**config.mk**
```make
export PLATFORM = sky130hd
export DESIGN_NAME = ecb_top
export DESIGN_NICKNAME = d
export VERILOG_FILES = /design/src/ecb_pkg.sv /design/src/ecb_top.sv /design/src/ecb_cmp.sv
export VERILOG_INCLUDE_DIRS = /design/src
export SDC_FILE = /design/constraint.sdc
export NUM_CORES = 1
export LEC_CHECK = 0
export BUFFER_PORTS_ARGS = -buffer_cell sky130_fd_sc_hd__buf_2
export CORE_MARGIN = 10
export CORE_UTILIZATION = 50
export DETAILED_ROUTE_END_ITERATION = 8
export GPL_TIMING_DRIVEN = 0
export MAX_ROUTING_LAYER = met4
export PLACE_DENSITY = 0.75
export SLEW_MARGIN = 40
export SYNTH_ARGS = -nofsm -noshare
export SYNTH_HDL_FRONTEND = slang
export SYNTH_SLANG_ARGS = --single-unit
```
**constraint.sdc**
```tcl
create_clock -name SYS_CLK_IN -period 2.8 [get_ports SYS_CLK_IN]
set_clock_uncertainty 0.05 [all_clocks]
set_input_delay 0.42 -clock SYS_CLK_IN [delete_from_list [all_inputs] [get_ports SYS_CLK_IN]]
set_output_delay 0.42 -clock SYS_CLK_IN [all_outputs]
set_load 0.1 [all_outputs]
```
**src/ecb_cfg.svh**
```systemverilog
// Offsets, field widths, reset values and counts for the B-channel compare block.
// Assumes a 32-bit AHB-Lite slave with one aligned word per register.
`ifndef ECB_CFG_SVH
`define ECB_CFG_SVH

// ****************************************************************
// Register byte offsets
// ****************************************************************
`define ECB_OFF_CNT_LO   8'h00
`define ECB_OFF_CNT_HI   8'h04
`define ECB_OFF_CMPA_LO  8'h08
`define ECB_OFF_CMPA_HI  8'h0C
`define ECB_OFF_CMPB_LO  8'h10
`define ECB_OFF_CMPB_HI  8'h14
`define ECB_OFF_CTRL     8'h18
`define ECB_OFF_STAT     8'h1C

// ****************************************************************
// Field widths, counts and reset values
// ****************************************************************
`define ECB_CNT_W        10
`define ECB_CNT_MAX      10'h3FF
`define ECB_CTRL_W       9
`define ECB_CTRL_RST     9'h000
`define ECB_CMP_RST      10'h000
`define ECB_HSIZE_WORD   3'h2

`endif

```
**src/ecb_pkg.sv**
```systemverilog
// Types shared by the B-channel compare block and its comparator.
// Assumes ecb_cfg.svh is compiled alongside.
package ecb_pkg;

  typedef enum logic [1:0] {
    MODE_CMP = 2'h0,
    MODE_TC  = 2'h1,
    MODE_PWM = 2'h2,
    MODE_SP  = 2'h3
  } ecb_mode_t;

  typedef enum logic [1:0] {
    ALIGN_EDGE = 2'h0,
    ALIGN_UP   = 2'h1,
    ALIGN_DOWN = 2'h2,
    ALIGN_BOTH = 2'h3
  } ecb_align_t;

  // Control word, most significant field first.
  typedef struct packed {
    ecb_align_t pwm_alignment_select;
    logic       b_polarity_invert;
    logic       b_initial_level_select;
    logic       b_pin_action_hi;
    logic       b_pin_action_lo;
    ecb_mode_t  mode;
    logic       timer_run;
  } ecb_ctrl_t;

  typedef enum logic [2:0] {
    BUS_IDLE = 3'b001,
    BUS_WR   = 3'b010,
    BUS_RD   = 3'b100
  } ecb_bus_st_t;

endpackage

```
**src/ecb_top.sv**
```systemverilog
// B-channel output control, counter and compare registers of a 10-bit timer.
// Assumes a single AHB-Lite master and that HREADY_IN is this slave's HREADYOUT.
//
// The register addresses and the AHB-Lite interface to the registers were chosen for this implementation.
`timescale 1ns/10ps
`default_nettype none
`include "ecb_cfg.svh"

//
// Contract
// - Compare mode: pin starts at initial level.
// - PWM modes: initial bit picks active level.
// - Timer/counter mode ignores initial level bit.
// - Polarity bit inverts pin, except timer mode.
// - PWM modes: alignment field selects edge or centre matching.
// - Count low byte readable, writes ignored.
// - Count bits 9:8 read in high byte.
// - Compare A low byte, read/write, resets zero.
// - Compare A bits 9:8, read/write, reset zero.
// - Compare B low byte, read/write, resets zero.
// - Compare B bits 9:8, read/write, reset zero.
// - High byte bits 7:2 read zero.
// - Compare mode: run rising edge restores pin initial level.
// - Pin actions: high, low, toggle, none.
module ecb_top
  import ecb_pkg::*;
(
  input  wire logic        SYS_CLK_IN,
  input  wire logic        RST_N_IN,
  input  wire logic        HSEL_IN,
  input  wire logic [31:0] HADDR_IN,
  input  wire logic [1:0]  HTRANS_IN,
  input  wire logic        HWRITE_IN,
  input  wire logic [2:0]  HSIZE_IN,
  input  wire logic [31:0] HWDATA_IN,
  input  wire logic        HREADY_IN,
  output logic      [31:0] HRDATA_OUT,
  output logic             HREADYOUT_OUT,
  output logic             HRESP_OUT,
  output logic             OUTPUT_PIN_B_OUT,
  output logic             OUTPUT_PIN_B_OE_OUT
);

  // ****************************************************************
  // Declarations
  // ****************************************************************
  ecb_bus_st_t           st_q, st_d;
  logic [7:0]            waddr_q, waddr_d;
  logic [31:0]           rdata_d;
  logic [31:0]           rd_val;
  logic                  addr_ph;
  ecb_ctrl_t             ctrl_q, ctrl_d;
  logic [`ECB_CNT_W-1:0] cmp_a_q, cmp_a_d;
  logic [`ECB_CNT_W-1:0] cmp_b_q, cmp_b_d;
  logic [`ECB_CNT_W-1:0] cnt_q, cnt_d;
  logic                  down_q, down_d;
  logic                  run_prev_q;
  logic                  lvl_q, lvl_d;
  logic                  sp_done_q, sp_done_d;
  logic                  pin_d, oe_d;
  logic                  run_rise;
  logic                  centre;
  logic                  pulse;
  logic                  tc_mode;
  logic                  raw;
  logic                  match_b;
  logic [1:0]            action;
  ecb_align_t            qual_align;

  // ****************************************************************
  // Bus slave
  // ****************************************************************
  // Zero wait states: read data are captured at the address phase, so the
  // data phase always completes in one cycle with an OKAY response.
  assign addr_ph = HSEL_IN && HREADY_IN && HTRANS_IN[1] && (HSIZE_IN == `ECB_HSIZE_WORD);

  always_comb begin
    case (HADDR_IN[7:0])
      `ECB_OFF_CNT_LO:  rd_val = {24'h000000, cnt_q[7:0]};
      `ECB_OFF_CNT_HI:  rd_val = {30'h00000000, cnt_q[9:8]};
      `ECB_OFF_CMPA_LO: rd_val = {24'h000000, cmp_a_q[7:0]};
      `ECB_OFF_CMPA_HI: rd_val = {30'h00000000, cmp_a_q[9:8]};
      `ECB_OFF_CMPB_LO: rd_val = {24'h000000, cmp_b_q[7:0]};
      `ECB_OFF_CMPB_HI: rd_val = {30'h00000000, cmp_b_q[9:8]};
      `ECB_OFF_CTRL:    rd_val = {23'h000000, ctrl_q};
      `ECB_OFF_STAT:    rd_val = {30'h00000000, down_q, lvl_q};
      default:          rd_val = 32'h00000000;
    endcase
  end

  always_comb begin
    st_d    = BUS_IDLE;
    waddr_d = waddr_q;
    rdata_d = 32'h00000000;
    if (addr_ph) begin
      waddr_d = HADDR_IN[7:0];
      if (HWRITE_IN) begin
        st_d = BUS_WR;
      end else begin
        st_d    = BUS_RD;
        rdata_d = rd_val;
      end
    end
  end

  always_ff @(posedge SYS_CLK_IN or negedge RST_N_IN) begin
    if (!RST_N_IN) begin
      st_q          <= BUS_IDLE;
      waddr_q       <= 8'h00;
      HRDATA_OUT    <= 32'h00000000;
      HREADYOUT_OUT <= 1'b1;
      HRESP_OUT     <= 1'b0;
    end else begin
      st_q          <= st_d;
      waddr_q       <= waddr_d;
      HRDATA_OUT    <= rdata_d;
      HREADYOUT_OUT <= 1'b1;
      HRESP_OUT     <= 1'b0;
    end
  end

  // ****************************************************************
  // Registers
  // ****************************************************************
  // Count registers have no write path: the count belongs to the timer.
  always_comb begin
    ctrl_d  = ctrl_q;
    cmp_a_d = cmp_a_q;
    cmp_b_d = cmp_b_q;
    if (st_q == BUS_WR) begin
      case (waddr_q)
        `ECB_OFF_CMPA_LO: cmp_a_d[7:0] = HWDATA_IN[7:0];
        `ECB_OFF_CMPA_HI: cmp_a_d[9:8] = HWDATA_IN[1:0];
        `ECB_OFF_CMPB_LO: cmp_b_d[7:0] = HWDATA_IN[7:0];
        `ECB_OFF_CMPB_HI: cmp_b_d[9:8] = HWDATA_IN[1:0];
        `ECB_OFF_CTRL:    ctrl_d = ecb_ctrl_t'(HWDATA_IN[`ECB_CTRL_W-1:0]);
        default:          ctrl_d = ctrl_q;
      endcase
    end
  end

  always_ff @(posedge SYS_CLK_IN or negedge RST_N_IN) begin
    if (!RST_N_IN) begin
      ctrl_q  <= ecb_ctrl_t'(`ECB_CTRL_RST);
      cmp_a_q <= `ECB_CMP_RST;
      cmp_b_q <= `ECB_CMP_RST;
    end else begin
      ctrl_q  <= ctrl_d;
      cmp_a_q <= cmp_a_d;
      cmp_b_q <= cmp_b_d;
    end
  end

  // ****************************************************************
  // Counter and output pin
  // ****************************************************************
  assign tc_mode    = (ctrl_q.mode == MODE_TC);
  assign run_rise   = ctrl_q.timer_run && !run_prev_q;
  assign action     = {ctrl_q.b_pin_action_hi, ctrl_q.b_pin_action_lo};
  assign centre     = ((ctrl_q.mode == MODE_PWM) || (ctrl_q.mode == MODE_SP))
                      && (ctrl_q.pwm_alignment_select != ALIGN_EDGE);
  assign pulse      = (ctrl_q.mode == MODE_SP) || (action == 2'h3);
  assign qual_align = centre ? ctrl_q.pwm_alignment_select : ALIGN_EDGE;

  // The first running cycle still sees the count left by the last stop, so it
  // must not be allowed to match.
  ecb_cmp ecb_cmp_i (
    .clk_in    (SYS_CLK_IN),
    .rst_n_in  (RST_N_IN),
    .en_in     (ctrl_q.timer_run && !run_rise),
    .cnt_in    (cnt_q),
    .down_in   (down_q),
    .align_in  (qual_align),
    .val_in    (cmp_b_q),
    .match_out (match_b)
  );

  // In PWM modes lvl_q means "active"; in compare mode it is the raw level.
  always_comb begin
    cnt_d     = cnt_q;
    down_d    = down_q;
    lvl_d     = lvl_q;
    sp_done_d = sp_done_q;
    if (run_rise) begin
      cnt_d     = `ECB_CNT_W'(0);
      down_d    = 1'b0;
      lvl_d     = (ctrl_q.mode == MODE_CMP) ? ctrl_q.b_initial_level_select : 1'b0;
      sp_done_d = 1'b0;
    end else begin
      if (ctrl_q.timer_run) begin
        if (down_q) begin
          down_d = (cnt_q != `ECB_CNT_W'(0));
          cnt_d  = down_d ? cnt_q - `ECB_CNT_W'(1) : `ECB_CNT_W'(1);
        end else if (cnt_q == `ECB_CNT_MAX) begin
          down_d = centre;
          cnt_d  = centre ? `ECB_CNT_MAX - `ECB_CNT_W'(1) : `ECB_CNT_W'(0);
        end else begin
          cnt_d = cnt_q + `ECB_CNT_W'(1);
        end
      end
      case (ctrl_q.mode)
        MODE_CMP: begin
          if (match_b) begin
            case (action)
              2'h1:    lvl_d = 1'b0;
              2'h2:    lvl_d = 1'b1;
              2'h3:    lvl_d = ~lvl_q;
              default: lvl_d = lvl_q;
            endcase
          end
        end
        MODE_PWM, MODE_SP: begin
          if ((ctrl_q.mode == MODE_PWM) && (action == 2'h0)) begin
            lvl_d = 1'b0;
          end else if ((ctrl_q.mode == MODE_PWM) && (action == 2'h1)) begin
            lvl_d = 1'b1;
          end else if (match_b) begin
            lvl_d     = (centre && !pulse) ? ~lvl_q : 1'b0;
            sp_done_d = sp_done_q || pulse;
          end else if (ctrl_q.timer_run && (cnt_q == `ECB_CNT_W'(0))
                       && !(pulse && sp_done_q)) begin
            lvl_d = 1'b1;
          end
        end
        default: lvl_d = 1'b0;
      endcase
    end
    // The initial level bit reaches the pin only outside timer/counter mode.
    raw   = (ctrl_q.mode == MODE_CMP) ? lvl_d : (lvl_d ~^ ctrl_q.b_initial_level_select);
    pin_d = tc_mode ? 1'b0 : (raw ^ ctrl_q.b_polarity_invert);
    oe_d  = !tc_mode;
  end

  always_ff @(posedge SYS_CLK_IN or negedge RST_N_IN) begin
    if (!RST_N_IN) begin
      cnt_q               <= `ECB_CNT_W'(0);
      down_q              <= 1'b0;
      run_prev_q          <= 1'b0;
      lvl_q               <= 1'b0;
      sp_done_q           <= 1'b0;
      OUTPUT_PIN_B_OUT    <= 1'b0;
      OUTPUT_PIN_B_OE_OUT <= 1'b0;
    end else begin
      cnt_q               <= cnt_d;
      down_q              <= down_d;
      run_prev_q          <= ctrl_q.timer_run;
      lvl_q               <= lvl_d;
      sp_done_q           <= sp_done_d;
      OUTPUT_PIN_B_OUT    <= pin_d;
      OUTPUT_PIN_B_OE_OUT <= oe_d;
    end
  end
endmodule
`default_nettype wire

```
**src/ecb_cmp.sv**
```systemverilog
// Ten-bit comparator that flags a match of the counter against a compare value.
// Assumes counter, direction and compare value are registers of one clock domain.
`timescale 1ns/10ps
`default_nettype none
`include "ecb_cfg.svh"

module ecb_cmp
  import ecb_pkg::*;
(
  input  wire logic                 clk_in,
  input  wire logic                 rst_n_in,
  input  wire logic                 en_in,
  input  wire logic [`ECB_CNT_W-1:0] cnt_in,
  input  wire logic                 down_in,
  input  wire ecb_align_t           align_in,
  input  wire logic [`ECB_CNT_W-1:0] val_in,
  output logic                      match_out
);

  logic match_d;

  always_comb begin
    match_d = 1'b0;
    if (en_in && (cnt_in == val_in)) begin
      case (align_in)
        ALIGN_UP:   match_d = ~down_in;
        ALIGN_DOWN: match_d = down_in;
        default:    match_d = 1'b1;
      endcase
    end
  end

  always_ff @(posedge clk_in or negedge rst_n_in) begin
    if (!rst_n_in) begin
      match_out <= 1'b0;
    end else begin
      match_out <= match_d;
    end
  end
endmodule
`default_nettype wire

```
After elaboration in Yosys (flattened, before gate mapping)

Cells that the tools add are included.

Flip-flop bits (word level): 89
Output and inout bits: 36
Word-level logic and storage cells: 126

Add/subtract/negate cells: 2
Eq/ne operators: 26
Multiplexer cells: 35
Bitwise gates (word level): 4
Reduce and logical (&&, ||, !) cells: 37

Operators with widths:

| operator              | count |
|---|---|
| $pmux 9 s8            | 1 |
| $mux 32               | 2 |
| $mux 10               | 6 |
| $eq 8x5->1 const B    | 7 |
| $eq 8x4->1 const B    | 4 |
| $mux 1                | 20 |
| $logic_and 1x1->1     | 13 |
| $add 10x1->10 const B | 1 |
| $eq 10x10->1          | 1 |
| $eq 10x10->1 const B  | 1 |
| $eq 2x2->1 const B    | 5 |
| $logic_not 10->1      | 1 |
| $reduce_and 2->1      | 5 |
| $reduce_bool 10->1    | 1 |
| $sub 10x1->10 const B | 1 |
| $eq 8x3->1 const B    | 1 |
| $logic_not 8->1       | 1 |
| $reduce_bool 2->1     | 4 |
| $eq 2x1->1 const B    | 3 |
| $eq 3x2->1 const B    | 2 |
| $mux 3                | 2 |
| $logic_not 1->1       | 5 |
| $logic_not 2->1       | 2 |
| $ne 2x2->1 const B    | 2 |
| 9 further kinds       | 13 |

Depth between registers and ports, before layout

Gate-level depths: netlist (run 1).

Depth in word-level cells: 15
Mapped depth: 7

Modules after synthesis

A second synthesis (run 1) with hierarchy kept.

Cell total of the unflattened synthesis: 337
Area total of the unflattened synthesis: 3,807.4 um2

By module, submodules not included:

| module  | instances | cells an instance | area an instance (um2) |
|---|---|---|---|
| ecb_top | 1         | 316               | 3,611.0 |
| ecb_cmp | 1         | 21                | 196.4 |

Worst setup path after synthesis (run 1)

OpenSTA, ideal clock, no wires.

Path kind: reg-to-reg
Start point: reg cnt_q[0]
End point: reg cnt_q[6]
Arrival: 1.824 ns
Required time: 2.667 ns
Path slack: 0.844 ns
Cell stages (with the launch flop): 8
Path buffers: 0
Clock period less this slack: 1.956 ns
Cell sequence: dfrtp_1 > inv_1 > ha_1 > or3b_1 > or4_1 > a31oi_1 > o31ai_1 > o21ai_0

Longest elaborated chain between the ends: 5
Elaborated cells on any way between the ends: 9
Classes of those cells: add/sub (2); eq/ne (1); mux (5); reduce/logical (1)

RTL lines:

| element                                     | line                           | text |
|---|---|---|
| start, declared                             | ecb_top.sv:55                  | `` logic [`ECB_CNT_W-1:0] cnt_q, cnt_d; `` |
| start signal, assigned                      | ecb_top.sv:236                 | `` cnt_q <= `ECB_CNT_W'(0); `` |
| start signal, assigned                      | ecb_top.sv:244                 | `cnt_q <= cnt_d;` |
| $add 10x1->10, or another cell as far along | ecb_top.sv:198                 | `` cnt_d = cnt_q + `ECB_CNT_W'(1); `` |
| $mux 10 (on tied branches)                  | ecb_top.sv:194, ecb_top.sv:193 |  |
| $mux 10 *                                   | ecb_top.sv:191                 | `if (down_q) begin` |
| $mux 10 *                                   | ecb_top.sv:190                 | `if (ctrl_q.timer_run) begin` |
| $mux 10 *                                   | ecb_top.sv:184                 | `if (run_rise) begin` |

Mark *: on every way between the ends. The rest lies on a longest branch, timed or not. The select of a mux whose other input is x is not followed.
A chain may end at the register's enable or synchronous reset.

Worst setup path in the final report (run 1)

Start point: reg cnt_q[6]
End point: reg cnt_q[1]

Longest elaborated chain between the ends: 5
Elaborated cells on any way between the ends: 7
Classes of those cells: eq/ne (1); mux (5); reduce/logical (1)

RTL lines:

| element                                                             | line |
|---|---|
| $eq 10x10->1 (no line) / $reduce_bool 10->1 (equally long branches) | -- |
| $mux 10 (on tied branches)                                          | ecb_top.sv:194, ecb_top.sv:193 |
| $mux 10 *                                                           | ecb_top.sv:191 |
| $mux 10 *                                                           | ecb_top.sv:190 |
| $mux 10 *                                                           | ecb_top.sv:184 |

Marked as above.

==> results of run 1 <==
## path summary, 6_finish.rpt
path | slack (ps) | startpoint | cells past startpoint | end
worst max-delay path | 410 | cnt_q[6] | 6 | cnt_q[1]
worst min-delay path | 200 | HWRITE_IN | 2 | st_q[2]
worst max register to register | 410 | cnt_q[6] | 6 | cnt_q[1]
worst min register to register | 390 | ctrl_q[0] | 0 | run_prev_q
max in group asynchronous | 1610 | RST_N_IN | 3 | st_q[0]
min in group asynchronous | 490 | RST_N_IN | 2 | cnt_q[5]
## what timing repair did
action                                 in CTS  in global routing
resized for setup                           0                  0
endpoints found under the hold margin      28                  0
hold buffers                                1                  0
## cell usage in the layout (no fill, tap or decap), types with 3 or more instances in the layout
master      synthesis  layout
ha_1                5       5
nand4_1             3       3
nor2_1             19      19
or4_1               5       5
clkbuf_8            0      10
o21ai_0            18      18
a31oi_1            10      10
inv_1              16      16
mux4_2             10      10
nor4_1              6       6
o31ai_1             6       6
clkinvlp_4          0       3
and3_1              3       3
nand3_1             9       9
buf_4              25      26
conb_1              2      25
a21oi_1             7       7
a21o_1              3       3
clkbuf_1           11      11
xor2_1              3       3
dfrtp_1            65      65
nand2_1            10      10
mux2i_1             3       3
mux2_2             40      40
nor2b_1             7       7
nor3_1              9       9
xnor2_1             9       9
buf_2               6      41
nand2b_1            4       4
or3_1               5       5
## power by group
group / internal [mW] / total [mW] / switching [mW]
clock: 0.435 / 0.819 / 0.384
combinational: 0.149 / 0.457 / 0.308
sequential: 0.997 / 1.04 / 0.0441
## per-layer routing
metal  global-route usage, %  vias to the layer above
li1                        -                     1359
met1                    18.6                     1440
met2                    27.1                      108
met3                    3.23                       21
met4                    6.48                        0
met5                       -                        -
## Yosys cell counts (all sizes together), types with 4 or more instances
| library cell | n | area share [%] |
|---|---|---|
| mux2 | 40 | 12 |
| a31oi | 10 | 1.7 |
| mux4 | 10 | 6.0 |
| a21oi | 7 | 0.93 |
| clkbuf | 11 | 1.1 |
| nand2 | 10 | 1.0 |
| nor2b | 7 | 1.2 |
| o21ai | 19 | 2.5 |
| nor3 | 10 | 1.5 |
| nor2 | 19 | 1.9 |
| dfrtp | 65 | 43 |
| nand3 | 9 | 1.2 |
| or4 | 5 | 1.0 |
| o31ai | 6 | 1.2 |
| inv | 16 | 1.6 |
| nand2b | 4 | 0.67 |
| xnor2 | 9 | 2.1 |
| or3 | 5 | 0.83 |
| buf | 33 | 6.2 |
| ha | 5 | 1.7 |
| nor4 | 6 | 1.0 |
## area by class of cell
cell class	count	area, µm²	share of cell area, %
Tap cell	99	124	2.82
Clock buffer	10	138	3.14
Timing Repair Buffer	38	213	4.85
Multi-Input combinational cell	246	1860	42.4
Sequential cell	66	1650	37.7
Inverter	16	60.1	1.37
Buffer	44	274	6.25
Clock inverter	6	66.3	1.51
## through the flow
| step | setup WS, ps | cell area (µm²) |
|---|---|---|
| floorplan | 844 | 3840 |
| global placement | 509 | 4150 |
| detailed placement | 450 | 4170 |
| CTS | 418 | 4390 |
| global route | 213 | 4390 |
| finish | 406 | 4390 |
## worst max-delay path: stages, from the launching register on
cell and delay, ps:
dfrtp_1 370, clkbuf_1 430, nand4_1 240, nor3_1 500, mux2_2 400, o21ai_0 170, o21ai_0 110
## logic make-up after synthesis
logic type,after synthesis
simple gates,89
fa+ha+maj,5
buf+inv,60
flops,66
other cells,2
xor+xnor,12
mux,53
compound gates,62
## flip-flops by register name, indices dropped and copies added, names as in the netlist, 2 cells and up
name / flops
cmp_a_q: 10
cmp_b_q: 10
cnt_q: 10
HRDATA_OUT: 9
waddr_q: 8
ctrl_q: 7
st_q: 3
action: 2
==> results.cfg, run 1 <==
[run_status]
result_of_the_run = finished, final reports clean

[logic_synthesis]
most_used_flip_flop_cell_after_synthesis = dfrtp_1
synth_seq_area_share_pct = 44.0
post_synth_instance_area_um2 = 3760
asyncSetResetFlopFracSynth_pct = 100
ys_warn_count = 0
post_synth_fa_ha_maj_area_fraction_pct = 1.66
cell_count_after_synthesis = 349
synth_enable_flop_cells = 0
synth_top_family_by_area = multiplexers
post_synth_xor_area_fraction_pct = 2.80
syn_avg_cell_area_um2 = 10.8
post_synth_mux_area_share_pct = 18.8
synth-compound-area-share_pct = 10.7
synth_cell_types = 54
yosys.area_share.simple_pct = 13.0
ys_seq_elements = 66

[cells_and_area]
count_of_non_filler_cells_in_the_finished_layout = 525
num-fill-cells = 649
utilization_pct = 60.1
drive_above_1_share_pct = 32.6
final_nets = 500
num_antenna_cells = 0
area.growth.synth_to_final_pct = 16.7

[critical_path]
critPathKind = reg2reg
worstPathMaxFanout = 10
worst_setup_path_end_kind = flop
timing.critical_path.arrival_ps = 2570
critical_path_required_ps = 2970
cp-start-kind = flop

[sta]
timing_worst_slew_pin_value_ps = 772
timing_max_transition_violations_final = 0
finalHoldWorstSlack_ps = 198
setup_violations = 0
fin_tns_setup_ps = 0
timing_hold_violations_final = 0
relSlewSlack_pct = 48.3
period_minus_slack_ps = 2390
timing.final.crit_share_pct = 85.5
grt_setup_unrepaired = false
max_clock_freq_mhz = 418

[cts]
clock_sink_count = 66
cts_made_buffers = 9
cts.htree.levels = 3
post-cts-setup-buffers = 0
cts_root_buf = clkbuf_8
tritoncts = yes
max-clock-path-buffers = 2
worst_setup_hold_path_clk_slew_ps = 80
worst_skew_pair.late_latency_ps = 350

[power]
ir_worst_vdd_mv = 0.399
power.static_leakage_nw = 2.10
power_per_cell_area_nw_per_um2 = 528
report.power.total_mw = 2.32

[global_routing]
grt_pass1_vias = 2910
grt_overflow = 0
grt_max_degree = 39
grt_pass1_wl_mm = 14.5
total_routing_usage_gr_pct = 16.2
antenna_found_initial = 0

[floorplan]
starting_density_of_the_core_pct = 51.5
coreArea_um2 = 7290
chipHeight_um = 107
core.rowCount = 31
ios = 110
die-width_um = 107
die-area_um2 = 11400

[drt]
wl_met1_mm = 3.55
drcViolationCount = 0
antenna_left = 0
route.met2.wl_mm = 4.47
starting_drc_count_in_detailed_routing = 155
dr.pass1.iters = 4
via_count = 2928
routed_wl_mm = 8.81
detail_route.wl_per_cell_um = 16.8
route.detailed.vias_per_inst = 5.58
highest-signal-layer = met4
wl_met3_um = 555

[job]
maxCapViolCount = 0

[placement]
place_inst = 508
dp.final_hpwl_mm = 6.66
portBuffers = 36
gp_routability_congestion = 0.864

[hold_path]
min_path_type = in2reg
Power figures use the tool's default switching activity.
==> inputs of run 2 (changes only) <==
Settings changed: REMOVE_ABC_BUFFERS from default to 1, SKIP_CTS_REPAIR_TIMING from default to 1.
Clock period 2.8 ns to 3.02 ns, I/O delays scaled along.
==> run 2 against run 1 <==
Global-route usage shrank 0.98 points; via count decreased by 6.8%; first-iteration DRC count fell by 22%; critical path depth unchanged; largest power group unchanged.
==> results.cfg, run 2 (synthesis results as in run 1) <==
[sta]
max_clock_freq_mhz = 438
relSlewSlack_pct = 56.3
timing_max_transition_violations_final = 0
period_minus_slack_ps = 2280
timing.final.crit_share_pct = 75.5
timing_worst_slew_pin_value_ps = 655
grt_setup_unrepaired = false
setup_violations = 0
timing_hold_violations_final = 0
finalWorstSetupSlack_ps = 738
fin_tns_setup_ps = 0

[drt]
dr.pass1.iters = 4
starting_drc_count_in_detailed_routing = 121
via_count = 2730
detail_route.wl_per_cell_um = 17.1
routed_wl_mm = 8.22
antenna_left = 0
drcViolationCount = 0
route.detailed.vias_per_inst = 5.68

[critical_path]
critical_path_buf_inv_count = 1
timing.critical_path.arrival_ps = 2490
worstPathMaxFanout = 12
critPathKind = in2reg
path_cells = buf_2 > nor4bb_1 > nand3_1 > or4_1 > or2_2 > nor2b_1
timing.critical_path.slowest_cell_delay_ps = 660
critical_path_required_ps = 3230
cpLargestDelayFamily = simple AND/OR/NAND/NOR gates
r2r.worst_path.cells = 6
worst_setup_path_end_kind = flop
cp-start-kind = input pin
worst-path-stages = 6
crit_slowest_cell = or4_1

[power]
switching_power_mw = 0.673
power.share.clock_pct = 40.4
switching_share_pct = 29.5
p_comb_share_pct = 16.8
pwr-share-seq_pct = 42.8
power.static_leakage_nw = 1.94
report.power.total_mw = 2.28
ir_worst_vdd_mv = 0.283
power_per_cell_area_nw_per_um2 = 547
power.internal_mw = 1.61

[placement]
portBuffers = 36
gp_routability_congestion = 0.907
place_worst_setup_slack_ps = 387
dp.final_hpwl_mm = 6.12

[global_routing]
antenna_found_initial = 0
grt_pass1_wl_mm = 13.7
grt_overflow = 0
total_routing_usage_gr_pct = 15.2
grt_max_degree = 43
grt_pass1_vias = 2748

[cells_and_area]
biggestRegsByFlops = cmp_a_q x10, cmp_b_q x10, cnt_q x10
utilization_pct = 57.1
num-fill-cells = 642
drive_above_1_share_pct = 28.0
layout_commonest_cell = dfrtp_1
num_antenna_cells = 0
area.growth.synth_to_final_pct = 10.9
final_nets = 456
most_frequent_cells_in_the_layout = 65 x dfrtp_1, 40 x mux2_2, 35 x buf_2

[cts]
worst_skew_pair.late_latency_ps = 350
clock_sink_count = 66
cts_root_buf = clkbuf_8
tritoncts = yes
max-clock-path-buffers = 2
cts_made_buffers = 9
worst_setup_hold_path_clk_slew_ps = 70
cts.htree.levels = 3

[floorplan]
die-area_um2 = 11400
starting_density_of_the_core_pct = 51.5
core.rowCount = 31
chipHeight_um = 107
die-width_um = 107
coreArea_um2 = 7290
ios = 110

[job]
maxCapViolCount = 0

[hold_path]
worstHoldPathCells = 2
min_path_type = in2reg

[run_status]
result_of_the_run = finished, final reports clean
[run 2: cell types whose count changed in the layout (fill, tap and decap cells not counted), moves of 2 or more]
| cell | previous run | this run |
|---|---|---|
| buf_4 | 26 | 1 |
| clkbuf_1 | 11 | 1 |
| buf_2 | 41 | 35 |
| bufinv_16 | 1 | 3 |
| clkinvlp_4 | 3 | 1 |
[run 2: worst paths after layout]
check                             from            end  slack (ps)
max                        HSIZE_IN[0]  HRDATA_OUT[7]         740
max reg2reg                   cnt_q[0]       cnt_q[1]         780
min                          HWRITE_IN        st_q[2]         240
min reg2reg                 waddr_q[6]     waddr_q[6]         460
max in group asynchronous     RST_N_IN     cmp_b_q[0]        1890
min in group asynchronous     RST_N_IN  HRDATA_OUT[7]         500
[run 2: layout make-up]
| class | instances | area, µm² | area share [%] |
|---|---|---|---|
| Inverter | 16 | 60.1 | 1.44 |
| Clock inverter | 5 | 103 | 2.46 |
| Tap cell | 99 | 124 | 2.97 |
| Multi-Input combinational cell | 246 | 1870 | 45.0 |
| Sequential cell | 66 | 1650 | 39.7 |
| Timing Repair Buffer | 38 | 213 | 5.11 |
| Clock buffer | 11 | 141 | 3.39 |
[run 2: power by group through the flow]
stage | combinational [mW] | sequential, mW | clock, mW
floorplan | 0.278 | 0.997 | 0
global placement | 0.367 | 0.984 | 0
detailed placement | 0.380 | 0.991 | 0
CTS | 0.383 | 0.974 | 0.934
global route | 0.414 | 0.981 | 0.973
finish | 0.383 | 0.975 | 0.922
[run 2: through the flow]
step / instances / instance area, µm² / hold WS (ps)
CTS: 480 / 4160 / -52.8
global placement: 463 / 3870 / 432
global route: 481 / 4170 / 239
finish: 481 / 4170 / 235
floorplan: 328 / 3570 / 107
detailed placement: 464 / 3910 / 329
[run 2: routing by layer]
metal	vias up	global-route usage [%]	wire [µm]
met5	-	-	0
met4	0	7.06	159
met3	13	3.95	589
met2	101	23.1	3890
met1	1348	18.5	3580
li1	1268	-	-
